--- src/common/gbk_pkg.sv ---
// Package for the 32-pin general-purpose I/O bank: offsets, layouts, timing.
// Assumes a 250 MHz interface clock and Avalon-MM with 32-bit data.
package gbk_pkg;

  localparam int          PINS          = 32;
  localparam int          ADDR_W        = 8;
  localparam int          DATA_W        = 32;

  // Register byte offsets, word aligned
  localparam logic [7:0]  OFS_SYS_CFG   = 8'h10;
  localparam logic [7:0]  OFS_ST1       = 8'h18;
  localparam logic [7:0]  OFS_MASK1     = 8'h1c;
  localparam logic [7:0]  OFS_WAKE      = 8'h20;
  localparam logic [7:0]  OFS_ST2       = 8'h28;
  localparam logic [7:0]  OFS_MASK2     = 8'h2c;
  localparam logic [7:0]  OFS_DIR       = 8'h34;
  localparam logic [7:0]  OFS_DIN       = 8'h38;
  localparam logic [7:0]  OFS_DOUT      = 8'h3c;
  localparam logic [7:0]  OFS_LOW_SEL   = 8'h40;
  localparam logic [7:0]  OFS_HIGH_SEL  = 8'h44;
  localparam logic [7:0]  OFS_RISE_SEL  = 8'h48;
  localparam logic [7:0]  OFS_FALL_SEL  = 8'h4c;
  localparam logic [7:0]  OFS_FLT_SEL   = 8'h50;
  localparam logic [7:0]  OFS_FLT_LEN   = 8'h54;
  localparam logic [7:0]  OFS_MASK1_CLR = 8'h60;
  localparam logic [7:0]  OFS_MASK1_SET = 8'h64;
  localparam logic [7:0]  OFS_MASK2_CLR = 8'h70;
  localparam logic [7:0]  OFS_MASK2_SET = 8'h74;
  localparam logic [7:0]  OFS_WAKE_CLR  = 8'h80;
  localparam logic [7:0]  OFS_WAKE_SET  = 8'h84;
  localparam logic [7:0]  OFS_DOUT_CLR  = 8'h90;
  localparam logic [7:0]  OFS_DOUT_SET  = 8'h94;

  // Field positions
  localparam int          WAKE_EN_BIT   = 2;
  localparam int          FLT_LEN_W     = 8;

  // Reset values
  localparam logic [31:0] DIR_RESET     = 32'hffff_ffff;
  localparam logic [31:0] ZERO_RESET    = 32'h0000_0000;

  // Timing
  localparam int          CLK_PERIOD_NS = 4;
  localparam int          DB_PERIOD_NS  = 31000;
  localparam int          DB_TICK_CYC   = (DB_PERIOD_NS + CLK_PERIOD_NS - 1) / CLK_PERIOD_NS;

  typedef struct packed {
    logic              read;
    logic              write;
    logic [ADDR_W-1:0] address;
    logic [DATA_W-1:0] writedata;
    logic [3:0]        byteenable;
  } gbk_av_req_t;

endpackage

--- src/gbk_gpio_bank.sv ---
// GPIO bank: pin drive and sampling, event detection, two interrupt lines,
// wake-up request, per-pin debounce; Avalon-MM register slave.
// Assumes pins are asynchronous; power manager and idle request on clk_sys.
module gbk_gpio_bank #(
  parameter int DB_TICK_CYCLES = gbk_pkg::DB_TICK_CYC
) (
  input  wire logic                        clk_sys,
  input  wire logic                        sys_rst,
  input  wire gbk_pkg::gbk_av_req_t        av_req,
  output logic [gbk_pkg::DATA_W-1:0]       av_readdata,
  output logic                             av_waitrequest,
  input  wire logic [gbk_pkg::PINS-1:0]    pin_in,
  output logic [gbk_pkg::PINS-1:0]         pin_out,
  output logic [gbk_pkg::PINS-1:0]         pin_oe_n,
  output logic                             irq_line1,
  output logic                             irq_line2,
  input  wire logic                        idle_req,
  output logic                             idle_ack,
  output logic                             wake_req
);
  import gbk_pkg::*;

  localparam int TICK_W = $clog2(DB_TICK_CYCLES + 1);

  function automatic logic [31:0] be_mask(input logic [3:0] be);
    be_mask = {{8{be[3]}}, {8{be[2]}}, {8{be[1]}}, {8{be[0]}}};
  endfunction

  function automatic logic [31:0] upd(input logic [31:0] old, input logic [31:0] wd,
                                      input logic [31:0] m);
    upd = (old & ~m) | (wd & m);
  endfunction

  function automatic logic [31:0] alias_upd(input logic [31:0] old, input logic [7:0] a,
                                            input logic [7:0] a_plain, input logic [7:0] a_clr,
                                            input logic [7:0] a_set, input logic [31:0] wd,
                                            input logic [31:0] m);
    alias_upd = old;
    if (a == a_plain)
      alias_upd = upd(old, wd, m);
    else if (a == a_clr)
      alias_upd = old & ~(wd & m);
    else if (a == a_set)
      alias_upd = old | (wd & m);
  endfunction

  logic [31:0]          line1_irq_mask;
  logic [31:0]          line2_irq_mask;
  logic [31:0]          wake_mask;
  logic [31:0]          line1_event_flags;
  logic [31:0]          line2_event_flags;
  logic [31:0]          pin_direction;
  logic [31:0]          pin_drive_value;
  logic [31:0]          pin_sampled_value;
  logic [31:0]          low_level_select;
  logic [31:0]          high_level_select;
  logic [31:0]          rise_edge_select;
  logic [31:0]          fall_edge_select;
  logic [31:0]          filter_pin_select;
  logic [FLT_LEN_W-1:0] filter_count;
  logic                 global_wake_enable;

  logic [31:0]          sync1;
  logic [31:0]          sync2;
  logic [31:0]          filt;
  logic [FLT_LEN_W-1:0] db_cnt [PINS];
  logic [TICK_W-1:0]    tick_cnt;
  logic                 db_tick;
  logic [31:0]          det_prev;
  logic [31:0]          idle_pend;
  logic [31:0]          wake_src;

  logic                 bus_req;
  logic                 bus_acc;
  logic                 wr_acc;
  logic [7:0]           a;
  logic [31:0]          wd;
  logic [31:0]          wmask;
  logic [31:0]          rd_value;
  logic [31:0]          lvl_evt;
  logic [31:0]          edge_evt;
  logic [31:0]          evt;
  logic [31:0]          wake_evt;
  logic [31:0]          flag_set;
  logic [31:0]          clr1;
  logic [31:0]          clr2;

  ////////////////////////////////////////////////////////////////////////////
  // Bus slave: one wait state, then the access completes
  assign bus_req = av_req.read | av_req.write;
  assign bus_acc = bus_req & ~av_waitrequest;
  assign wr_acc  = bus_acc & av_req.write;
  assign a       = av_req.address;
  assign wd      = av_req.writedata;
  assign wmask   = be_mask(av_req.byteenable);

  always_ff @(posedge clk_sys)
  begin
    if (sys_rst)
      av_waitrequest <= 1'b1;
    else
      av_waitrequest <= !(bus_req && av_waitrequest);
  end

  always_ff @(posedge clk_sys)
  begin
    if (sys_rst)
      av_readdata <= ZERO_RESET;
    else if (bus_req && av_waitrequest && av_req.read)
      av_readdata <= rd_value;
  end

  always_comb
  begin
    rd_value = ZERO_RESET;
    unique case (a)
      OFS_SYS_CFG:   rd_value[WAKE_EN_BIT] = global_wake_enable;
      OFS_ST1:       rd_value = line1_event_flags;
      OFS_ST2:       rd_value = line2_event_flags;
      OFS_MASK1, OFS_MASK1_CLR, OFS_MASK1_SET: rd_value = line1_irq_mask;
      OFS_MASK2, OFS_MASK2_CLR, OFS_MASK2_SET: rd_value = line2_irq_mask;
      OFS_WAKE, OFS_WAKE_CLR, OFS_WAKE_SET:    rd_value = wake_mask;
      OFS_DOUT, OFS_DOUT_CLR, OFS_DOUT_SET:    rd_value = pin_drive_value;
      OFS_DIR:       rd_value = pin_direction;
      OFS_DIN:       rd_value = pin_sampled_value;
      OFS_LOW_SEL:   rd_value = low_level_select;
      OFS_HIGH_SEL:  rd_value = high_level_select;
      OFS_RISE_SEL:  rd_value = rise_edge_select;
      OFS_FALL_SEL:  rd_value = fall_edge_select;
      OFS_FLT_SEL:   rd_value = filter_pin_select;
      OFS_FLT_LEN:   rd_value[FLT_LEN_W-1:0] = filter_count;
      default:       rd_value = ZERO_RESET;
    endcase
  end

  ////////////////////////////////////////////////////////////////////////////
  // Plain control registers
  always_ff @(posedge clk_sys)
  begin
    if (sys_rst)
    begin
      pin_direction      <= DIR_RESET;
      low_level_select   <= ZERO_RESET;
      high_level_select  <= ZERO_RESET;
      rise_edge_select   <= ZERO_RESET;
      fall_edge_select   <= ZERO_RESET;
      filter_pin_select  <= ZERO_RESET;
      filter_count       <= '0;
      global_wake_enable <= 1'b0;
    end
    else if (wr_acc)
    begin
      if (a == OFS_DIR)
        pin_direction <= upd(pin_direction, wd, wmask);
      if (a == OFS_LOW_SEL)
        low_level_select <= upd(low_level_select, wd, wmask);
      if (a == OFS_HIGH_SEL)
        high_level_select <= upd(high_level_select, wd, wmask);
      if (a == OFS_RISE_SEL)
        rise_edge_select <= upd(rise_edge_select, wd, wmask);
      if (a == OFS_FALL_SEL)
        fall_edge_select <= upd(fall_edge_select, wd, wmask);
      if (a == OFS_FLT_SEL)
        filter_pin_select <= upd(filter_pin_select, wd, wmask);
      if (a == OFS_FLT_LEN && av_req.byteenable[0])
        filter_count <= wd[FLT_LEN_W-1:0];
      if (a == OFS_SYS_CFG && av_req.byteenable[0])
        global_wake_enable <= wd[WAKE_EN_BIT];
    end
  end

  // Registers with set and clear aliases
  always_ff @(posedge clk_sys)
  begin
    if (sys_rst)
    begin
      line1_irq_mask  <= ZERO_RESET;
      line2_irq_mask  <= ZERO_RESET;
      wake_mask       <= ZERO_RESET;
      pin_drive_value <= ZERO_RESET;
    end
    else if (wr_acc)
    begin
      line1_irq_mask  <= alias_upd(line1_irq_mask, a, OFS_MASK1, OFS_MASK1_CLR,
                                   OFS_MASK1_SET, wd, wmask);
      line2_irq_mask  <= alias_upd(line2_irq_mask, a, OFS_MASK2, OFS_MASK2_CLR,
                                   OFS_MASK2_SET, wd, wmask);
      wake_mask       <= alias_upd(wake_mask, a, OFS_WAKE, OFS_WAKE_CLR,
                                   OFS_WAKE_SET, wd, wmask);
      pin_drive_value <= alias_upd(pin_drive_value, a, OFS_DOUT, OFS_DOUT_CLR,
                                   OFS_DOUT_SET, wd, wmask);
    end
  end

  // Pads: direction is only passed out and read back, no other logic inside reads it
  assign pin_out  = pin_drive_value;
  assign pin_oe_n = pin_direction;

  ////////////////////////////////////////////////////////////////////////////
  // Input synchroniser and debounce filter
  always_ff @(posedge clk_sys)
  begin
    if (sys_rst)
    begin
      sync1 <= ZERO_RESET;
      sync2 <= ZERO_RESET;
    end
    else
    begin
      sync1 <= pin_in;
      sync2 <= sync1;
    end
  end

  // Tick derived from clk_sys; avoids a second clock domain for 32 kHz
  always_ff @(posedge clk_sys)
  begin
    if (sys_rst)
    begin
      tick_cnt <= '0;
      db_tick  <= 1'b0;
    end
    else if (tick_cnt == TICK_W'(DB_TICK_CYCLES - 1))
    begin
      tick_cnt <= '0;
      db_tick  <= 1'b1;
    end
    else
    begin
      tick_cnt <= tick_cnt + 1'b1;
      db_tick  <= 1'b0;
    end
  end

  always_ff @(posedge clk_sys)
  begin
    if (sys_rst)
    begin
      filt <= ZERO_RESET;
      for (int i = 0; i < PINS; i++)
        db_cnt[i] <= '0;
    end
    else
    begin
      for (int i = 0; i < PINS; i++)
      begin
        if (sync2[i] == filt[i])
          db_cnt[i] <= '0;
        else if (db_tick)
        begin
          if (db_cnt[i] == filter_count)
          begin
            filt[i]   <= sync2[i];
            db_cnt[i] <= '0;
          end
          else
            db_cnt[i] <= db_cnt[i] + 1'b1;
        end
      end
    end
  end

  assign pin_sampled_value = (filt & filter_pin_select) | (sync2 & ~filter_pin_select);

  ////////////////////////////////////////////////////////////////////////////
  // Event detection
  always_ff @(posedge clk_sys)
  begin
    if (sys_rst)
      det_prev <= ZERO_RESET;
    else
      det_prev <= pin_sampled_value;
  end

  assign lvl_evt  = (~pin_sampled_value & low_level_select)
                  | (pin_sampled_value & high_level_select);
  assign edge_evt = (pin_sampled_value & ~det_prev & rise_edge_select)
                  | (~pin_sampled_value & det_prev & fall_edge_select);
  assign evt      = lvl_evt | edge_evt;
  assign wake_evt = edge_evt & wake_mask & {PINS{global_wake_enable}};

  // Flags only from events; idle events wait until the bank is awake
  assign flag_set = idle_req ? ZERO_RESET : (evt | idle_pend);
  assign clr1     = (wr_acc && a == OFS_ST1) ? (wd & wmask) : ZERO_RESET;
  assign clr2     = (wr_acc && a == OFS_ST2) ? (wd & wmask) : ZERO_RESET;

  always_ff @(posedge clk_sys)
  begin
    if (sys_rst)
      idle_pend <= ZERO_RESET;
    else if (idle_req)
      idle_pend <= idle_pend | evt;
    else
      idle_pend <= ZERO_RESET;
  end

  always_ff @(posedge clk_sys)
  begin
    if (sys_rst)
    begin
      line1_event_flags <= ZERO_RESET;
      line2_event_flags <= ZERO_RESET;
    end
    else
    begin
      line1_event_flags <= (line1_event_flags & ~clr1) | flag_set;
      line2_event_flags <= (line2_event_flags & ~clr2) | flag_set;
    end
  end

  ////////////////////////////////////////////////////////////////////////////
  // Interrupt lines, wake-up and idle handshake
  always_ff @(posedge clk_sys)
  begin
    if (sys_rst)
    begin
      irq_line1 <= 1'b0;
      irq_line2 <= 1'b0;
    end
    else
    begin
      irq_line1 <= |(line1_event_flags & line1_irq_mask);
      irq_line2 <= |(line2_event_flags & line2_irq_mask);
    end
  end

  always_ff @(posedge clk_sys)
  begin
    if (sys_rst)
    begin
      wake_req <= 1'b0;
      wake_src <= ZERO_RESET;
      idle_ack <= 1'b0;
    end
    else
    begin
      wake_req <= |wake_evt;
      wake_src <= (wake_src & (line1_event_flags | line2_event_flags | idle_pend)) | wake_evt;
      idle_ack <= idle_req
                & ~|(wake_src & (line1_event_flags | line2_event_flags | idle_pend));
    end
  end
endmodule // gbk_gpio_bank
--- config.mk ---
export PLATFORM = sky130hd
export DESIGN_NAME = gbk_gpio_bank
export DESIGN_NICKNAME = d
export VERILOG_FILES = /design/src/common/gbk_pkg.sv /design/src/gbk_gpio_bank.sv
export SDC_FILE = /design/constraint.sdc
export NUM_CORES = 2
export LEC_CHECK = 0
export BUFFER_PORTS_ARGS = -buffer_cell sky130_fd_sc_hd__buf_2
export CORE_MARGIN = 2
export CORE_UTILIZATION = 30
export DETAILED_ROUTE_END_ITERATION = 10
export PLACE_DENSITY = 0.55
export RECOVER_POWER = 100
export SLEW_MARGIN = 10
export SYNTH_ARGS = -nofsm -noshare
export SYNTH_HDL_FRONTEND = slang
export SYNTH_SLANG_ARGS = --single-unit
export TNS_END_PERCENT = 5
--- constraint.sdc ---
create_clock -name clk_sys -period 2.17 [get_ports clk_sys]
set_clock_uncertainty 0.05 [all_clocks]
set_input_delay 0.3255 -clock clk_sys [delete_from_list [all_inputs] [get_ports clk_sys]]
set_output_delay 0.3255 -clock clk_sys [all_outputs]
set_load 0.01 [all_outputs]
==> metrics <==
status complete, but fails checks; failing checks negative setup slack; RSZ-0062 raised after global routing true; Area growth, synth to finish 26.05%; Multi-input gate area 22,250 um2; Fin. Hold Viols 0; Initial Util 30.19%; share of post-route cells with drive strength above 1 ~17%; Placed Area around 50,000 um2; Num CTS Buffers roughly 110; max_cap viols 0; synth warn 0; end of the worst register-to-register path wake_req; pin count of the biggest net entering global routing 208; Async SR Flop Fraction 0%; Cell Rows 140; Longest Clk Path Bufs 3; DR DRC count 0; syn_area_per_cell 8.739 um2; grt total ovfl 0; postcts setup bufs 0; Final nets approximately 5,700; Ports between 150 and 200; worst IR drop on VDD 0.0006425 V; gpl congestion 1.016; flops & latches, synth ~890; Hold Path Class in -> reg; Fin Setup TNS -14.99 ps; Detail Route Antenna Nets 0; Hold Path Origin av_req[11]; number of enable flip-flop cells after synthesis around 260; pwr/cell area between 700 and 800 nW/um2; final instance area roughly 55,000 um2; vias per cell approximately 5.5; Arr. time, crit path approximately 2800 ps; CP max FO 17; post-layout min period roughly 2200 ps; hold depth 3; register area between 20,000 and 25,000 um2; Vias about 42,000; Mapped Cells 5,028; Reg2Reg Setup Slack approximately 30 ps; Slew Viols, Final 0; commonest non-fill, non-tap cells in the layout dfxtp_1 (612), nor2_1 (545), nand2_1 (507); Total GRT Usage a little under a quarter; slew at the pin closest to its max-slew limit between 1000 and 1500 ps; synth unique cells ~80; Crit Path Category in -> reg; Setup Viol. Count Final 1; Final Total Pwr 0.03919 W; filler cell count 14,590; Startpoint Class primary input; Worst setup EP type flop; FF-to-FF path depth 9; first-pass GRT wire length roughly 270 mm; htree depth 3; clock sinks roughly 890; Seq/Total Area, Yosys 46.47%; clock latency on the worst-skew pair 750 ps; Slew headroom about 22%; CTS Root Cell clkbuf_16; fin crit share 100.7%; HPWL after detailed placement 133.1 mm; vias in the first global route around 40,000; DRT Pass-1 Iters 8; WL per Instance between 20 and 25 um; Clock transition at path regs about 60 ps; CP required 2760 ps; leak pwr about 20 nW; total core area between 100,000 and 150,000 um2; Detailed Route WL between 150 and 200 mm; chip height slightly below 400 um; Synth Flop Type dfxtp_1; initial antenna violation count 6; Post-Route Utilization 38.05%; initial DRC count between 4,000 and 5,000; die area ~150,000 um2; Post-Syn Area 43,940 um2; port bufs 181; post-route setup slack -14.99 ps; CTS tree yes; Achievable Freq roughly 0.46 GHz; commonest non-fill, non-tap cell in the layout dfxtp_1; chip width about 390 um; syn nets around 5,100
-- cell type report --
| cell class | instances | area share [%] |
|---|---|---|
| Sequential cell | 892 | 36.93 |
| Multi-Input combinational cell | 3766 | 40.16 |
| Tap cell | 1917 | 4.330 |
| Antenna cell | 1 | 0.004518 |
| Clock buffer | 147 | 5.507 |
| Inverter | 37 | 0.2553 |
| Clock inverter | 50 | 1.161 |
| Timing Repair Buffer | 812 | 11.64 |
-- what timing repair did --
item | 4_1_cts | 5_1_grt
hold endpoints to repair | 270 | 0
gates resized for setup | 20 | 37
hold buffers | 66 | 0
setup endpoints to repair | 4 | 6
pin swaps | 2 | 6
-- logic make-up after synthesis --
family | share of synthesized area (%)
mux | 2.386
xor+xnor | 9.767
compound gates | 17.07
fa+ha+maj | 0.9681
simple gates | 19.85
flops | 46.47
buf+inv | 3.485
-- stage by stage --
stage,cells,hold slack [ps],setup WS (ps)
floorplan,5028,363.8,-54.57
global placement,7359,374.0,-507.2
detailed placement,7359,370.4,-534.5
CTS,7622,6.857,-86.12
global route,7621,49.60,-26.76
finish,7622,42.47,-14.99
-- cells in the mapped netlist, types with 6 or more instances --
cell | number | area (um2)
a211oi_1 | 11 | 82.58
a21oi_1 | 473 | 2367
a221oi_1 | 31 | 271.5
a222oi_1 | 21 | 210.2
a22o_1 | 25 | 219.0
a22oi_1 | 83 | 623.1
a32o_1 | 10 | 100.1
a32oi_1 | 14 | 122.6
and3_1 | 66 | 412.9
buf_1 | 21 | 78.83
buf_2 | 45 | 225.2
buf_4 | 11 | 82.58
buf_6 | 6 | 67.56
clkbuf_1 | 250 | 938.4
dfxtp_1 | 636 | 12730
edfxtp_1 | 256 | 7687
ha_1 | 34 | 425.4
inv_1 | 37 | 138.9
mux2_2 | 6 | 67.56
mux2i_1 | 98 | 980.9
nand2_1 | 507 | 1903
nand3_1 | 339 | 1697
nand3b_1 | 7 | 52.55
nand4_1 | 113 | 706.9
nand4b_1 | 6 | 52.55
nor2_1 | 548 | 2057
nor2_2 | 8 | 50.05
nor2b_1 | 107 | 669.4
nor3_1 | 65 | 325.3
nor4_1 | 13 | 81.33
o2111ai_1 | 38 | 332.8
o211ai_1 | 9 | 67.56
o21ai_0 | 468 | 2342
o221ai_1 | 8 | 70.07
o22ai_1 | 11 | 68.82
o31ai_1 | 35 | 262.8
or2_2 | 39 | 244.0
xnor2_1 | 311 | 2724
xor2_1 | 179 | 1568
-- worst max-delay path, stage by stage --
cell           delay, ps
dlygate4sd3_1        560
buf_8                180
inv_4                180
clkbuf_1             560
nand2_1              190
clkbuf_2             510
nor2_1               210
-- where the power goes --
part / switching (W) / leakage, nW / total (W) / internal, W
logic: 0.00159 / 9.60 / 0.00246 / 0.000866
registers: 0.000324 / 8.23 / 0.0177 / 0.0173
clock network: 0.00779 / 1.82 / 0.0191 / 0.0113
total: 0.00970 / 19.7 / 0.0392 / 0.0295
-- worst max path at each step --
stage	startpoint	to	cells after the start
global route	av_waitrequest	flop	6
floorplan	av_req[39]	flop	9
finish	sys_rst	idle_pend[5]	7
detailed placement	av_req[42]	flop	7
global placement	av_req[42]	flop	7
CTS	flop	wake_req	6
-- per-layer routing --
metal	track usage [%]	up-vias	share of wire [%]
met3	5.560	451	9.6
met5	0	-	0.019
met1	31.76	20330	42
met2	36.66	1983	43
met4	11.09	6	4.9
li1	-	19120	-
No activity file was read; power rests on OpenSTA's default activity.
